File: src/jesd_rx_map.svh
// register offsets, field positions, reset values and timing defaults of the receive link block
`ifndef JESD_RX_MAP_SVH
`define JESD_RX_MAP_SVH

// ==========================================================================
// register offsets
`define OFS_PAIR_SEL 12'h008
`define OFS_IRQ_EN_A 12'h021
`define OFS_IRQ_EN_B 12'h022
`define OFS_IRQ_ST_A 12'h025
`define OFS_IRQ_ST_B 12'h026
`define OFS_ERR_WIN 12'h034
`define OFS_SNAP_ERR 12'h038
`define OFS_SNAP_FLAG 12'h039
`define OFS_SYNC_CTL 12'h03a
`define OFS_SYNC_STAT 12'h03b
`define OFS_CUR_ERR 12'h03c
`define OFS_SIDE_FLAG 12'h03d
`define OFS_LINK_CTL 12'h300
`define OFS_SUBCLASS 12'h301
`define OFS_SCR_CFG 12'h453

// ==========================================================================
// field positions
`define BIT_TWO_LINK 3
`define BIT_LINK_SEL 2
`define BIT_SCR_EN 7
`define BIT_SYNC_EN 7
`define BIT_SYNC_ARM 6
`define BIT_CLR_STKY 5
`define BIT_ST_BUSY 7
`define BIT_ST_LOCK 3
`define BIT_ST_ROTA 2
`define BIT_ST_WLIM 1
`define BIT_ST_TRIP 0

// ==========================================================================
// mode codes, reset values and timing defaults
`define MODE_ONESHOT 4'h1
`define MODE_CONT 4'h2
`define MODE_MONITOR 4'h9
`define RST_BYTE 8'h00
`define LMFC_PERIOD_DEF 8'h20
`define ROT_CYCLES_DEF 8'h04

`endif

File: src/jesd_rx_pkg.sv
// types shared by the receive link block
`default_nettype none
package jesd_rx_pkg;

   // ==========================================================================
   // one deframed word of a link: four octets and their control-character flags
   typedef struct packed {
      logic valid;
      logic [3:0] ctrl;
      logic [31:0] data;
   } frame_type;

   // per-pair multiframe clock alignment state
   typedef enum logic {ST_WAIT, ST_ROTATE} sync_state_type;

endpackage
`default_nettype wire

File: src/jesd_rx_deframer_lmfc_sync.sv
// two four-octet deframers with descramblers and the multiframe clock sync machine
`timescale 1ns/1ps
`default_nettype none
`include "jesd_rx_map.svh"

// Summary of operation
// - two deframers decode 8b/10b and descramble four octets per processing clock
// - single link runs deframer 0 only; dual link runs both
// - link control bit 3 selects dual link (1) or single link (0)
// - link control bit 2 picks which deframer later config accesses reach
// - descrambler is self-synchronous, polynomial 1 + x^14 + x^15
// - descrambling happens only while scrambling config bit 7 is set
// - each pair has its own multiframe clock, aligned to internal or SYSREF edge
// - SYSREF is active high, sampled on rising clock; pulse, step or periodic
// - one-shot, continuous and armed monitor edges phase-check and rotate the multiframe clock when beyond tolerance
// - one-shot checks only first edge after arming, adjusts only beyond window
// - continuous checks every edge, no arm needed, first edge already checked
// - edges arriving during a rotation are ignored until rotation is done
// - nonzero window still checks every edge, rotates only beyond tolerance
// - arm bit self-clears on an edge; in continuous mode it changes nothing
// - monitor mode aligns on first armed edge, then only measures and reports
// - current error reads zero after alignment, else measured error in clocks
// - error beyond tolerance sets low-side or high-side flag bit
// - each alignment copies last error and flags into snapshot registers
// - status shows busy bit 7, lock bit 3, window-limit bit 1, refreshed each check
// - rotation and edge-seen flags are sticky, cleared by clear-sticky bit 5
// - window 0 means half a clock, 1 to 7 mean that many clocks
// - sync statuses per pair are enabled interrupt events, cleared on read back
module jesd_rx_deframer_lmfc_sync import jesd_rx_pkg::*; #(
   parameter logic [7:0] LMFC_PERIOD = `LMFC_PERIOD_DEF,
   parameter logic [7:0] ROT_CYCLES = `ROT_CYCLES_DEF
) (
   input wire logic CLK_I,
   input wire logic SYS_RST_I,
   input wire logic SYSREF_I,
   input wire logic [1:0][39:0] LANE_SYM_I,
   input wire logic [1:0] LANE_VALID_I,
   input wire logic REG_WR_I,
   input wire logic REG_RD_I,
   input wire logic [11:0] REG_ADDR_I,
   input wire logic [7:0] REG_WDATA_I,
   output var logic [7:0] REG_RDATA_O,
   output var logic IRQ_O,
   output var logic [1:0] LMFC_PULSE_O,
   output var frame_type [1:0] FRAME_O
);

   // ==========================================================================
   // 8b/10b decode helpers; symbol is {a,b,c,d,e,i,f,g,h,j}, first bit on the left
   function automatic logic [4:0] dec6(input logic [5:0] c);
      case (c)
         6'b100111, 6'b011000: dec6 = 5'd0;
         6'b011101, 6'b100010: dec6 = 5'd1;
         6'b101101, 6'b010010: dec6 = 5'd2;
         6'b110001: dec6 = 5'd3;
         6'b110101, 6'b001010: dec6 = 5'd4;
         6'b101001: dec6 = 5'd5;
         6'b011001: dec6 = 5'd6;
         6'b111000, 6'b000111: dec6 = 5'd7;
         6'b111001, 6'b000110: dec6 = 5'd8;
         6'b100101: dec6 = 5'd9;
         6'b010101: dec6 = 5'd10;
         6'b110100: dec6 = 5'd11;
         6'b001101: dec6 = 5'd12;
         6'b101100: dec6 = 5'd13;
         6'b011100: dec6 = 5'd14;
         6'b010111, 6'b101000: dec6 = 5'd15;
         6'b011011, 6'b100100: dec6 = 5'd16;
         6'b100011: dec6 = 5'd17;
         6'b010011: dec6 = 5'd18;
         6'b110010: dec6 = 5'd19;
         6'b001011: dec6 = 5'd20;
         6'b101010: dec6 = 5'd21;
         6'b011010: dec6 = 5'd22;
         6'b111010, 6'b000101: dec6 = 5'd23;
         6'b110011, 6'b001100: dec6 = 5'd24;
         6'b100110: dec6 = 5'd25;
         6'b010110: dec6 = 5'd26;
         6'b110110, 6'b001001: dec6 = 5'd27;
         6'b001110, 6'b001111, 6'b110000: dec6 = 5'd28;
         6'b101110, 6'b010001: dec6 = 5'd29;
         6'b011110, 6'b100001: dec6 = 5'd30;
         6'b101011, 6'b010100: dec6 = 5'd31;
         default: dec6 = 5'd0;
      endcase
   endfunction

   function automatic logic [2:0] dec4(input logic [3:0] c);
      case (c)
         4'b1011, 4'b0100: dec4 = 3'd0;
         4'b1001: dec4 = 3'd1;
         4'b0101: dec4 = 3'd2;
         4'b1100, 4'b0011: dec4 = 3'd3;
         4'b1101, 4'b0010: dec4 = 3'd4;
         4'b1010: dec4 = 3'd5;
         4'b0110: dec4 = 3'd6;
         default: dec4 = 3'd7;
      endcase
   endfunction

   // bit-serial view of the 1 + x^14 + x^15 self-synchronous descrambler, msb first
   function automatic logic [46:0] descr(input logic [31:0] din, input logic [14:0] st);
      logic [14:0] s;
      logic [31:0] o;
      s = st;
      o = 32'h0;
      for (int i = 31; i >= 0; i--) begin
         o[i] = din[i] ^ s[13] ^ s[14];
         s = {s[13:0], din[i]};
      end
      descr = {s, o};
   endfunction

   // ==========================================================================
   // configuration and sync state
   logic [1:0] pair_sel, next_pair_sel;
   logic [2:0] err_win, next_err_win;
   logic two_link, next_two_link;
   logic link_sel, next_link_sel;
   logic [2:0] subclass, next_subclass;
   logic [1:0] scr_en, next_scr_en;
   logic [3:0] sync_mode, next_sync_mode;
   logic sync_en, next_sync_en;
   logic arm, next_arm;
   logic [1:0][3:0] irq_en, next_irq_en;
   logic [1:0][3:0] irq_st, next_irq_st;
   logic [1:0][7:0] lmfc, next_lmfc;
   logic [7:0] ref_cnt, next_ref_cnt;
   logic [1:0][7:0] rot_cnt, next_rot_cnt;
   sync_state_type state [2];
   sync_state_type next_state [2];
   logic [1:0][7:0] cur_err, next_cur_err;
   logic [1:0][1:0] side, next_side;
   logic [1:0][7:0] snap_err, next_snap_err;
   logic [1:0][1:0] snap_side, next_snap_side;
   logic [1:0] lock, next_lock;
   logic [1:0] wlim, next_wlim;
   logic [1:0] rota, next_rota;
   logic [1:0] trip, next_trip;
   logic [1:0] lmfc_pulse, next_lmfc_pulse;
   logic irq, next_irq;
   logic [7:0] rdata, next_rdata;

   // sysref synchroniser; only the second stage and the edge stage are read by logic
   logic sref_meta, sref_sync, sref_last;
   logic align_edge;

   always_ff @(posedge CLK_I) begin
      if (SYS_RST_I) begin
         sref_meta <= 1'b0;
         sref_sync <= 1'b0;
         sref_last <= 1'b0;
      end else begin
         sref_meta <= SYSREF_I;
         sref_sync <= sref_meta;
         sref_last <= sref_sync;
      end
   end

   // a held-high step gives one edge only; subclass 0 uses the internal reference wrap
   always_comb begin
      if (subclass == 3'h0) begin
         align_edge = (ref_cnt == 8'h00);
      end else begin
         align_edge = sref_sync & ~sref_last;
      end
   end

   // register writes, sync machine per pair, sticky flags, interrupt events, read data
   always_comb begin
      logic [7:0] err;
      logic hi_side, exceed, align_try, mon_only, edge_any, clr_sticky, arm_set;
      logic [3:0] ev;
      logic [1:0] flags;
      logic v;
      err = 8'h00;
      hi_side = 1'b0;
      exceed = 1'b0;
      align_try = 1'b0;
      mon_only = 1'b0;
      edge_any = 1'b0;
      clr_sticky = 1'b0;
      arm_set = 1'b0;
      ev = 4'h0;
      flags = 2'b00;
      next_pair_sel = pair_sel;
      next_err_win = err_win;
      next_two_link = two_link;
      next_link_sel = link_sel;
      next_subclass = subclass;
      next_scr_en = scr_en;
      next_sync_mode = sync_mode;
      next_sync_en = sync_en;
      next_irq_en = irq_en;
      next_irq_st = irq_st;
      next_lmfc = lmfc;
      next_rot_cnt = rot_cnt;
      next_cur_err = cur_err;
      next_side = side;
      next_snap_err = snap_err;
      next_snap_side = snap_side;
      next_lock = lock;
      next_wlim = wlim;
      next_rota = rota;
      next_trip = trip;
      next_state = state;
      next_ref_cnt = (ref_cnt == LMFC_PERIOD - 8'h01) ? 8'h00 : ref_cnt + 8'h01;
      // write decode; the clear-sticky bit acts on write and never reads back
      if (REG_WR_I) begin
         if (REG_ADDR_I == `OFS_PAIR_SEL) begin
            next_pair_sel = REG_WDATA_I[1:0];
         end else if (REG_ADDR_I == `OFS_IRQ_EN_A) begin
            next_irq_en[0] = REG_WDATA_I[3:0];
         end else if (REG_ADDR_I == `OFS_IRQ_EN_B) begin
            next_irq_en[1] = REG_WDATA_I[3:0];
         end else if (REG_ADDR_I == `OFS_ERR_WIN) begin
            next_err_win = REG_WDATA_I[2:0];
         end else if (REG_ADDR_I == `OFS_SYNC_CTL) begin
            next_sync_mode = REG_WDATA_I[3:0];
            next_sync_en = REG_WDATA_I[`BIT_SYNC_EN];
            arm_set = REG_WDATA_I[`BIT_SYNC_ARM];
            clr_sticky = REG_WDATA_I[`BIT_CLR_STKY];
         end else if (REG_ADDR_I == `OFS_LINK_CTL) begin
            next_two_link = REG_WDATA_I[`BIT_TWO_LINK];
            next_link_sel = REG_WDATA_I[`BIT_LINK_SEL];
         end else if (REG_ADDR_I == `OFS_SUBCLASS) begin
            next_subclass = REG_WDATA_I[2:0];
         end else if (REG_ADDR_I == `OFS_SCR_CFG) begin
            next_scr_en[link_sel] = REG_WDATA_I[`BIT_SCR_EN];
         end
      end
      // sticky flags drop first so that a same-cycle event below wins
      if (clr_sticky) begin
         next_rota = 2'b00;
         next_trip = 2'b00;
      end
      for (int p = 0; p < 2; p++) begin
         ev = 4'h0;
         next_lmfc[p] = (lmfc[p] == LMFC_PERIOD - 8'h01) ? 8'h00 : lmfc[p] + 8'h01;
         case (state[p])
            ST_ROTATE: begin
               next_rot_cnt[p] = rot_cnt[p] - 8'h01;
               if (rot_cnt[p] == 8'h00) begin
                  next_state[p] = ST_WAIT;
               end
            end
            default: begin
               // edges during a rotation never reach this branch
               if (align_edge && sync_en && pair_sel[p]) begin
                  edge_any = 1'b1;
                  // phase error is the counter distance from its wrap at the edge
                  if (lmfc[p] <= (LMFC_PERIOD >> 1)) begin
                     err = lmfc[p];
                     hi_side = 1'b1;
                  end else begin
                     err = LMFC_PERIOD - lmfc[p];
                     hi_side = 1'b0;
                  end
                  // window 0 is half a clock, so any whole-clock error exceeds it
                  exceed = (err_win == 3'h0) ? (err != 8'h00) : (err > {5'h00, err_win});
                  flags = exceed ? (hi_side ? 2'b10 : 2'b01) : 2'b00;
                  align_try = (sync_mode == `MODE_CONT) ||
                     (arm && ((sync_mode == `MODE_ONESHOT) || (sync_mode == `MODE_MONITOR)));
                  mon_only = (sync_mode == `MODE_MONITOR) && !arm;
                  if (align_try || mon_only) begin
                     next_trip[p] = 1'b1;
                     next_lock[p] = !exceed;
                     next_wlim[p] = exceed;
                     ev[2] = 1'b1;
                     ev[0] = !exceed;
                     ev[3] = exceed;
                     next_cur_err[p] = err;
                     next_side[p] = flags;
                  end
                  if (align_try) begin
                     next_snap_err[p] = cur_err[p];
                     next_snap_side[p] = side[p];
                     if (exceed) begin
                        // edge cycle becomes phase zero, so the next cycle is one
                        next_lmfc[p] = 8'h01;
                        next_rot_cnt[p] = ROT_CYCLES - 8'h01;
                        next_state[p] = ST_ROTATE;
                        next_rota[p] = 1'b1;
                        next_lock[p] = 1'b1;
                        ev[1] = 1'b1;
                        ev[0] = 1'b1;
                     end
                     next_cur_err[p] = 8'h00;
                  end
               end
            end
         endcase
         // read back of the status clears it; a new event in the same cycle still lands
         if (REG_RD_I && (REG_ADDR_I == ((p == 0) ? `OFS_IRQ_ST_A : `OFS_IRQ_ST_B))) begin
            next_irq_st[p] = 4'h0;
         end
         next_irq_st[p] = next_irq_st[p] | (ev & irq_en[p]);
         next_lmfc_pulse[p] = (next_lmfc[p] == 8'h00);
      end
      // arm self-clears on a taken edge; a fresh arm write in that cycle wins
      next_arm = arm_set | (arm & ~edge_any);
      next_irq = |(next_irq_st[0] & irq_en[0]) | |(next_irq_st[1] & irq_en[1]);
      // status registers show pair a when it is selected, otherwise pair b
      v = pair_sel[0] ? 1'b0 : 1'b1;
      next_rdata = rdata;
      if (REG_RD_I) begin
         if (REG_ADDR_I == `OFS_PAIR_SEL) begin
            next_rdata = {6'h00, pair_sel};
         end else if (REG_ADDR_I == `OFS_IRQ_EN_A) begin
            next_rdata = {4'h0, irq_en[0]};
         end else if (REG_ADDR_I == `OFS_IRQ_EN_B) begin
            next_rdata = {4'h0, irq_en[1]};
         end else if (REG_ADDR_I == `OFS_IRQ_ST_A) begin
            next_rdata = {4'h0, irq_st[0]};
         end else if (REG_ADDR_I == `OFS_IRQ_ST_B) begin
            next_rdata = {4'h0, irq_st[1]};
         end else if (REG_ADDR_I == `OFS_ERR_WIN) begin
            next_rdata = {5'h00, err_win};
         end else if (REG_ADDR_I == `OFS_SNAP_ERR) begin
            next_rdata = snap_err[v];
         end else if (REG_ADDR_I == `OFS_SNAP_FLAG) begin
            next_rdata = {snap_side[v], 6'h00};
         end else if (REG_ADDR_I == `OFS_SYNC_CTL) begin
            next_rdata = {sync_en, arm, 2'b00, sync_mode};
         end else if (REG_ADDR_I == `OFS_SYNC_STAT) begin
            next_rdata = {(state[v] == ST_ROTATE), 3'h0, lock[v], rota[v], wlim[v], trip[v]};
         end else if (REG_ADDR_I == `OFS_CUR_ERR) begin
            next_rdata = cur_err[v];
         end else if (REG_ADDR_I == `OFS_SIDE_FLAG) begin
            next_rdata = {side[v], 6'h00};
         end else if (REG_ADDR_I == `OFS_LINK_CTL) begin
            next_rdata = {4'h0, two_link, link_sel, 2'b00};
         end else if (REG_ADDR_I == `OFS_SUBCLASS) begin
            next_rdata = {5'h00, subclass};
         end else if (REG_ADDR_I == `OFS_SCR_CFG) begin
            next_rdata = {scr_en[link_sel], 7'h00};
         end else begin
            next_rdata = 8'h00;
         end
      end
   end

   always_ff @(posedge CLK_I) begin
      if (SYS_RST_I) begin
         pair_sel <= 2'h0;
         err_win <= 3'h0;
         two_link <= 1'b0;
         link_sel <= 1'b0;
         subclass <= 3'h0;
         scr_en <= 2'h0;
         sync_mode <= 4'h0;
         sync_en <= 1'b0;
         arm <= 1'b0;
         irq_en <= '0;
         irq_st <= '0;
         lmfc <= '0;
         ref_cnt <= 8'h00;
         rot_cnt <= '0;
         state[0] <= ST_WAIT;
         state[1] <= ST_WAIT;
         cur_err <= '0;
         side <= '0;
         snap_err <= '0;
         snap_side <= '0;
         lock <= 2'h0;
         wlim <= 2'h0;
         rota <= 2'h0;
         trip <= 2'h0;
         lmfc_pulse <= 2'h0;
         irq <= 1'b0;
         rdata <= `RST_BYTE;
      end else begin
         pair_sel <= next_pair_sel;
         err_win <= next_err_win;
         two_link <= next_two_link;
         link_sel <= next_link_sel;
         subclass <= next_subclass;
         scr_en <= next_scr_en;
         sync_mode <= next_sync_mode;
         sync_en <= next_sync_en;
         arm <= next_arm;
         irq_en <= next_irq_en;
         irq_st <= next_irq_st;
         lmfc <= next_lmfc;
         ref_cnt <= next_ref_cnt;
         rot_cnt <= next_rot_cnt;
         state <= next_state;
         cur_err <= next_cur_err;
         side <= next_side;
         snap_err <= next_snap_err;
         snap_side <= next_snap_side;
         lock <= next_lock;
         wlim <= next_wlim;
         rota <= next_rota;
         trip <= next_trip;
         lmfc_pulse <= next_lmfc_pulse;
         irq <= next_irq;
         rdata <= next_rdata;
      end
   end

   // ==========================================================================
   // deframers: decode four symbols per cycle, descramble data when enabled
   logic [1:0][14:0] scr_st, next_scr_st;
   frame_type [1:0] frame, next_frame;

   always_comb begin
      logic [31:0] raw;
      logic [3:0] ctl;
      logic [46:0] dres;
      logic [9:0] sym;
      raw = 32'h0;
      ctl = 4'h0;
      dres = 47'h0;
      sym = 10'h0;
      next_scr_st = scr_st;
      next_frame = frame;
      for (int l = 0; l < 2; l++) begin
         for (int o = 0; o < 4; o++) begin
            sym = LANE_SYM_I[l][o * 10 +: 10];
            // a positive-disparity K28 inverts its 4b group, so undo that before lookup
            raw[o * 8 +: 8] = {dec4((sym[9:4] == 6'b110000) ? ~sym[3:0] : sym[3:0]),
               dec6(sym[9:4])};
            ctl[o] = (sym[9:4] == 6'b001111) || (sym[9:4] == 6'b110000);
         end
         dres = descr(raw, scr_st[l]);
         next_frame[l].valid = 1'b0;
         // second deframer stays idle in single-link operation
         if (LANE_VALID_I[l] && ((l == 0) || two_link)) begin
            next_frame[l].valid = 1'b1;
            next_frame[l].ctrl = ctl;
            next_frame[l].data = scr_en[l] ? dres[31:0] : raw;
            next_scr_st[l] = dres[46:32];
         end
      end
   end

   always_ff @(posedge CLK_I) begin
      if (SYS_RST_I) begin
         scr_st <= '0;
         frame <= '0;
      end else begin
         scr_st <= next_scr_st;
         frame <= next_frame;
      end
   end

   // every output straight from a flip-flop
   assign REG_RDATA_O = rdata;
   assign IRQ_O = irq;
   assign LMFC_PULSE_O = lmfc_pulse;
   assign FRAME_O = frame;

endmodule

`default_nettype wire

File: config.mk
export PLATFORM = sky130hd
export DESIGN_NAME = jesd_rx_deframer_lmfc_sync
export DESIGN_NICKNAME = d
export VERILOG_FILES = /design/src/jesd_rx_pkg.sv /design/src/jesd_rx_deframer_lmfc_sync.sv
export VERILOG_INCLUDE_DIRS = /design/src
export SDC_FILE = /design/constraint.sdc
export NUM_CORES = 1
export LEC_CHECK = 0
export BUFFER_PORTS_ARGS = -buffer_cell sky130_fd_sc_hd__clkbuf_2
export CAP_MARGIN = 5
export CORE_ASPECT_RATIO = 1.25
export CORE_MARGIN = 2
export CORE_UTILIZATION = 35
export DETAILED_ROUTE_END_ITERATION = 8
export SETUP_SLACK_MARGIN = 0.02
export SLEW_MARGIN = 20
export SYNTH_ARGS = -nofsm -noshare
export SYNTH_HDL_FRONTEND = slang
export SYNTH_SLANG_ARGS = --single-unit
File: constraint.sdc
create_clock -name CLK_I -period 5 [get_ports CLK_I]
set_clock_uncertainty 0.15 [all_clocks]
set_input_delay 0.75 -clock CLK_I [delete_from_list [all_inputs] [get_ports CLK_I]]
set_output_delay 0.75 -clock CLK_I [all_outputs]
set_load 0.03 [all_outputs]
==> flow_metrics.tcl, run 1 <==
set metrics [dict create \
    die_w_um 205.9 \
    grt_pass1_vias 16570 \
    htreeDepth 1 \
    synthCells 2311 \
    min_period_ns 4.166 \
    num_rows 92 \
    crit_type "reg2reg" \
    finalHoldViolCount 0 \
    p_int_mw 3.758 \
    coreArea_um2 50420 \
    synth_top_family_by_area "simple AND/OR/NAND/NOR gates" \
    ir_drop_uv 244.2 \
    antenna_cells 0 \
    tightest_slew_ns 1.057 \
    ys_seq_area_frac 0.2718 \
    postCtsSetupBuffers 0 \
    r2r-end "LMFC_PULSE_O[1]$_SDFF_PP0_" \
    first_pass_iters 5 \
    worstPathMaxFanout 10 \
    p_switching_mw 1.586 \
    cts.path.max_buffers 3 \
    synth_seq_cells 242 \
    dr_total_vias 17400 \
    required_ns 5.32 \
    setup_tns_ns 0 \
    wl_per_cell_um 18.03 \
    whs_path_depth 2 \
    die_area_um2 52760 \
    final_max_slew_viol_count 0 \
    postCtsHoldBufs 0 \
    clock-sinks 242 \
    clk_pin_slew_worst_paths_ns 0.06 \
    end_kind "flip-flop" \
    synth_warnings 0 \
    boundaryPins 192 \
    total_power_mw 5.344 \
    pwr-share-clk 0.437 \
    io_buffers 190 \
    grt_overflow_total 0 \
    p_sw_frac 0.2968 \
    synth_area_per_cell_um2 7.713 \
    combinationalPowerShare 0.186 \
    nets 2566 \
    fillers 5241 \
    p_leak_nw 7.828 \
    crit_path_max_incr_delay_ns 0.48 \
    max_freq_ghz 0.2400 \
    status "finished, final reports clean" \
    synth_compound_area_frac 0.2287 \
    post-route-drc-count 0 \
    antenna_found_initial 0 \
    hpwl_um 40630 \
    cp_slowest_cell "a21oi_1" \
    gp_congestion 0.9146 \
    powerDensity_nw_per_um2 265.3 \
    synth_fa_ha_area_frac 0.05194 \
    r2r_setup_slack_ns 0.83 \
    ys.flop_type "dfxtp_1" \
    synthSimpleGateAreaFrac 0.2468 \
    numCtsBuffers 29 \
    synthXorXnorAreaFrac 0.06436 \
    ctsResizeCount 0 \
    viasPerCell 5.666 \
    cts_tree "built" \
    dieHeight_um 256.3 \
    reg2reg_depth 15 \
    synth.distinct_cells 98 \
    synth_edf_count 0 \
    drive_gt1_frac 0.1385 \
    syn_area_um2 17830 \
    grt_max_degree 90 \
    clock_latency_ns 0.59 \
    maxCapViolations 0 \
    synth_mux_area_frac 0.08037 \
    wl_um 55350 \
    synthArstFlopShare 0 \
    start_util 0.3536 \
    initialDrtViolationCount 985 \
    cp.arrival_ns 4.49 \
    area.sequential_um2 4845 \
    syn_to_final_growth_pct 12.99 \
    ant_nets 0 \
    startpoint_type "flip-flop" \
    syn_nets 2488 \
    setup_viol 0 \
    rsz0062_at_grt "false" \
    r2r-start "lmfc[8]$_SDFF_PP0_" \
    worstPathCellList "inv_1, ha_1, inv_1, or3_1, a21oi_1, nor2_1, xor2_1, ha_1, a21oi_1, a32o_1, o221ai_1, nand4b_4, nand2_2, nand2_1, nor4_1" \
    fin_crit_sh 0.8332 \
    hold_class "in2reg" \
    grt_pass1_wl_um 88310 \
    slew_headroom 0.2951 \
    worstHoldStart "SYSREF_I" \
    multi_input_area_um2 12000 \
    whs_endpoint "sref_meta$_SDFF_PP0_" \
    seq_power_share 0.377 \
    grt_use_total 0.2024 \
    clock-root-buffer "clkbuf_16" \
]
## how the worst max path moves through the flow
stage,depth (start not counted),end,startpoint
finish,15,LMFC_PULSE_O[1]$_SDFF_PP0_,lmfc[8]$_SDFF_PP0_
global route,15,LMFC_PULSE_O[1]$_SDFF_PP0_,lmfc[8]$_SDFF_PP0_
CTS,15,LMFC_PULSE_O[1]$_SDFF_PP0_,lmfc[8]$_SDFF_PP0_
detailed placement,15,LMFC_PULSE_O[1]$_SDFF_PP0_,lmfc[8]$_SDFF_PP0_
global placement,15,LMFC_PULSE_O[1]$_SDFF_PP0_,lmfc[8]$_SDFF_PP0_
floorplan,14,IRQ_O$_SDFF_PP0_,lmfc[8]$_SDFF_PP0_
## cell type report
cell class	count	area share
inverter	96	0.01789
clock inverter	16	0.01143
multi-input combinational	1816	0.5959
sequential	242	0.2405
clock buffer	38	0.04069
tap	658	0.04087
timing repair buffer	204	0.05274
## per-layer routing
metal,up-vias,global-route usage,wire [um]
met1,8369,0.2475,23410
li1,8551,-,-
met4,0,0.05893,1532
met5,-,0,0
met2,382,0.3667,28150
met3,94,0.02517,2264
## cells by family (layout without fill, tap and decap cells)
group	after synthesis	in the layout
DFF	242	242
and+or+nand+nor	882	882
AOI/OAI and AO/OA	606	606
buffers and inverters	253	354
adders and majority gates	75	75
xor gates and xnor gates	131	131
muxes	122	122
## power groups by stage
stage	Combinational, mW	Sequential [mW]	Clock, mW
6_report	0.993	2.01	2.34
5_1_grt	1.10	2.02	2.47
4_1_cts	0.993	2.01	2.39
3_5_place_dp	0.987	2.06	0
3_3_place_gp	0.969	2.06	0
2_1_floorplan	0.669	2.10	0
## flip-flops by register name (all words and copies together), names as in the netlist, 2 cells and up
name and cells:
trip 2, rot_cnt 16, irq_en 8, snap_err 16
irq_st 8, cur_err 16, err_win 3, lmfc 16
FRAME_O 74, sync_mode 4, ref_cnt 8, scr_st 30
side 4, REG_RDATA_O 8, scr_en 2, state 2
pair_sel 2, rota 2, snap_side 4, wlim 2
subclass 3, LMFC_PULSE_O 2, lock 2
## placed cells by master, fill, tap and decap left out, drive strengths merged, types with 16 or more instances in the layout
master	instances
a31oi	33
nand4	28
clkbuf	227
mux2i	97
dfxtp	242
o311ai	22
a21oi	163
o211ai	22
and3	25
nor2b	22
a211oi	49
nand2	216
nor3	65
mux4	16
xor2	79
xnor2	52
or2	18
nand3	89
nor2	246
and2	25
a21o	19
nand2b	35
inv	97
or3	31
a32oi	17
ha	70
o21ai	113
## per-stage QoR
stage	area [um^2]	instances	util	worst slack [ns]	hold WS [ns]
4_1_cts	20140	3070	0.3995	0.8367	0.2424
3_5_place_dp	19090	3016	0.3787	0.8667	0.2879
5_1_grt	20140	3070	0.3995	0.4396	0.2572
2_1_floorplan	17830	2311	-	1.625	0.2638
3_3_place_gp	19090	3016	0.3787	0.9306	0.2876
6_report	20140	3070	0.3995	0.8341	0.2666
## Yosys cell counts (10+ instances only)
library cell  instances  area share
a211o_1              10      0.0049
a211oi_1             49       0.021
a21boi_0             10      0.0042
a21o_1               19      0.0080
a21oi_1             161       0.045
a221oi_1             11      0.0054
a22oi_1              11      0.0046
a311oi_1             13      0.0064
a31oi_1              33       0.012
a32oi_1              17      0.0084
and2_1               23      0.0081
and3_1               25      0.0088
buf_1                14      0.0029
buf_2                18      0.0051
clkbuf_1            121       0.025
dfxtp_1             242        0.27
ha_1                 70       0.049
inv_1                95       0.020
mux2i_1              97       0.054
mux4_2               16       0.020
nand2_1             215       0.045
nand2b_1             35       0.012
nand3_1              89       0.025
nand3b_1             10      0.0042
nand4_1              27      0.0095
nor2_1              246       0.052
nor2b_1              22      0.0077
nor3_1               63       0.018
nor3b_1              15      0.0063
nor4_1               13      0.0046
o211ai_1             22      0.0093
o21ai_0             110       0.031
o221ai_1             11      0.0054
o311ai_0             20      0.0098
o31ai_1              11      0.0046
or2_2                15      0.0053
or3_1                31       0.011
xnor2_1              52       0.026
xor2_1               79       0.039
## worst max-delay path, delay by kind of cell, from the launching register on
family,cells,cell delay [ns]
flops,1,0.37
compound gates,4,0.89
xor+xnor,1,0.23
simple gates,6,1.62
fa+ha+maj,2,0.53
buf+inv,2,0.28
No activity file was read; power rests on OpenSTA's default activity.
==> run 2: changes to the inputs <==
- ABC_AREA: default -> 1
- clock period: 5 -> 3.45 ns (I/O delays scaled with it)
==> run 2 against run 1 <==
  * Combinational power grew 37%
  * First-iteration DRC count grew 27%
  * Setup slack lost 0.52 ns
  * Global-route usage grew 1.2 points
  * Cell area shrank 0.75%
  * Sequential cell count is the same
  * Routed wire length grew 3.3%
  * Register-to-register slack lost 0.52 ns
  * Die area shrank 1.8%
  * Critical path type unchanged
  * Critical endpoint is now LMFC_PULSE_O[0]$_SDFF_PP0_
  * Largest cell class unchanged
==> flow_metrics.tcl, run 2 <==
set metrics [dict create \
    end_kind "flip-flop" \
    die_area_um2 51800 \
    gp_congestion 0.9076 \
    dieHeight_um 254.0 \
    clock-sinks 242 \
    clk_pin_slew_worst_paths_ns 0.07 \
    hpwl_um 43870 \
    grt_pass1_vias 17520 \
    synth_seq_cells 242 \
    wl_per_cell_um 15.96 \
    final_area_um2 19990 \
    start_util 0.3541 \
    numCtsBuffers 29 \
    first_pass_iters 6 \
    combinationalPowerShare 0.181 \
    num_rows 91 \
    syn_to_final_growth_pct 14.26 \
    seq_power_share 0.388 \
    clock-root-buffer "clkbuf_16" \
    largest_register_ffs 74 \
    synth_edf_count 0 \
    hold_ws_ns 0.03883 \
    p_switching_mw 2.330 \
    slew_headroom 0.5300 \
    powerDensity_nw_per_um2 375.5 \
    nets 3081 \
    setup_tns_ns 0 \
    pwr-share-clk 0.431 \
    synth_warnings 0 \
    fillers 5350 \
    synth_top_area_frac 0.2769 \
    synth_area_per_cell_um2 6.327 \
    cts.path.max_buffers 3 \
    required_ns 3.80 \
    rsz0062_at_grt "true" \
    wl_um 57160 \
    area.sequential_um2 4845 \
    coreArea_um2 49410 \
    grt_max_degree 80 \
    p_int_mw 5.177 \
    total_power_mw 7.507 \
    mostFrequentLayoutCell "nand2_1" \
    dr_total_vias 18570 \
    initialDrtViolationCount 1252 \
    placedInstanceArea_um2 18950 \
    multi_input_area_um2 10910 \
    clock_latency_ns 0.58 \
    post-route-drc-count 0 \
    synth.most_common_cell "nand2_1" \
    synth_top_area_cell "dfxtp_1" \
    synthCells 2765 \
    synth.distinct_cells 61 \
    boundaryPins 192 \
    crit_type "reg2reg" \
    max_freq_ghz 0.3192 \
    synthTopCellsByArea "dfxtp_1, nand2_1, nand3_1" \
    status "finished, final reports clean" \
    mostFrequentLayoutCells "nand2_1, inv_1, nor2_1, dfxtp_1, nand3_1" \
    ys_seq_area_frac 0.2769 \
    setup_viol 0 \
    syn_nets 2942 \
    startpoint_type "flip-flop" \
    finalHoldViolCount 0 \
    p_leak_nw 9.402 \
    die_w_um 204.0 \
    synthTopCellsByCount "nand2_1, inv_1, nor2_1" \
    ant_nets 0 \
    grt_pass1_wl_um 90740 \
    drive_gt1_frac 0.1257 \
    min_period_ns 3.132 \
    grt_use_total 0.2143 \
    antenna_found_initial 6 \
    tightest_slew_ns 0.7050 \
    syn_area_um2 17500 \
    worstPathMaxFanout 7 \
    ys.flop_type "dfxtp_1" \
    grt_overflow_total 0 \
    cp.arrival_ns 3.48 \
    maxCapViolations 0 \
    viasPerCell 5.184 \
    setup_slack_ns 0.3176 \
    postCtsSetupBuffers 0 \
    cts_tree "built" \
    pre_cts_ws_ns 0.2550 \
    synthArstFlopShare 0 \
    final_max_slew_viol_count 0 \
    htreeDepth 1 \
    p_sw_frac 0.3104 \
    fin_crit_sh 0.9080 \
    ir_drop_uv 265.3 \
    hold_class "in2reg" \
    io_buffers 190 \
]
## run 2: per-stage QoR
stage / utilization / std cells
3_3_place_gp: 0.3836 / 3523
5_1_grt: 0.4044 / 3579
6_report: 0.4045 / 3582
2_1_floorplan: - / 2765
3_5_place_dp: 0.3836 / 3523
4_1_cts: 0.4039 / 3578
## run 2: power groups by stage
| stage | Combinational, mW | Sequential, mW | Clock (mW) |
|---|---|---|---|
| final | 1.36 | 2.91 | 3.24 |
| after global routing | 1.53 | 2.92 | 3.43 |
| after CTS | 1.36 | 2.91 | 3.33 |
| after detailed placement | 1.35 | 2.97 | 0 |
| after global placement | 1.34 | 2.97 | 0 |
| after floorplan | 0.886 | 3.03 | 0 |
## run 2: timing repair
| action | 4_1_cts | 5_1_grt |
|---|---|---|
| endpoints found under the setup margin | 0 | 16 |
| hold buffers | 1 | 0 |
| gates resized for setup | 0 | 10 |
| hold endpoints to repair | 1 | 0 |
## run 2: layer usage
metal	GRT usage	vias up	routed length (um)	share of wire
li1	-	9439	-	-
met1	0.2634	8571	24530	0.43
met2	0.3883	472	28310	0.50
met3	0.03129	82	3008	0.053
met4	0.05569	6	1283	0.022
met5	0	-	34	0.00059
## run 2: critical path, cell delays in order, from the launching register on
cell,delay [ns]
dfxtp_1,0.37
inv_2,0.08
ha_1,0.24
nand2_1,0.12
o21ai_2,0.08
nand2_2,0.12
inv_2,0.06
nor2_1,0.11
xor2_1,0.23
ha_1,0.28
nand3_1,0.09
nand2_1,0.05
inv_1,0.05
nand2_1,0.05
nand3_1,0.07
nor2_2,0.06
nand2_2,0.19
nand2_1,0.13
nor2_4,0.17
o21ai_1,0.08
nor2_1,0.13
nand3_1,0.08
nor2_1,0.09
## run 2: logic make-up after synthesis
group | after synthesis | share of synthesized area
flip-flops | 242 | 0.2769
AND/OR/NAND/NOR | 1302 | 0.3245
multiplexers | 8 | 0.004577
XOR/XNOR | 86 | 0.04691
adder cells (fa/ha/maj) | 70 | 0.05006
AO/OA/AOI/OAI | 611 | 0.1962
buffers and inverters | 446 | 0.1008
## run 2: layout make-up
class | instances | area share
Clock inverter | 10 | 0.006134
Inverter | 343 | 0.06459
Tap cell | 651 | 0.04075
Sequential cell | 242 | 0.2423
Timing Repair Buffer | 211 | 0.05633
Antenna cell | 4 | 0.0005007
Clock buffer | 44 | 0.04363
Multi-Input combinational cell | 2077 | 0.5457
## run 2: path summary, 6_finish.rpt
check	slack, ns	end	cells past startpoint	start
max reg2reg	0.32	LMFC_PULSE_O[0]$_SDFF_PP0_	22	lmfc[0]$_SDFF_PP0_
max	0.32	LMFC_PULSE_O[0]$_SDFF_PP0_	22	lmfc[0]$_SDFF_PP0_
min	0.04	arm$_SDFF_PP0_	3	REG_WDATA_I[6]
min reg2reg	0.27	sref_sync$_SDFF_PP0_	2	sref_meta$_SDFF_PP0_
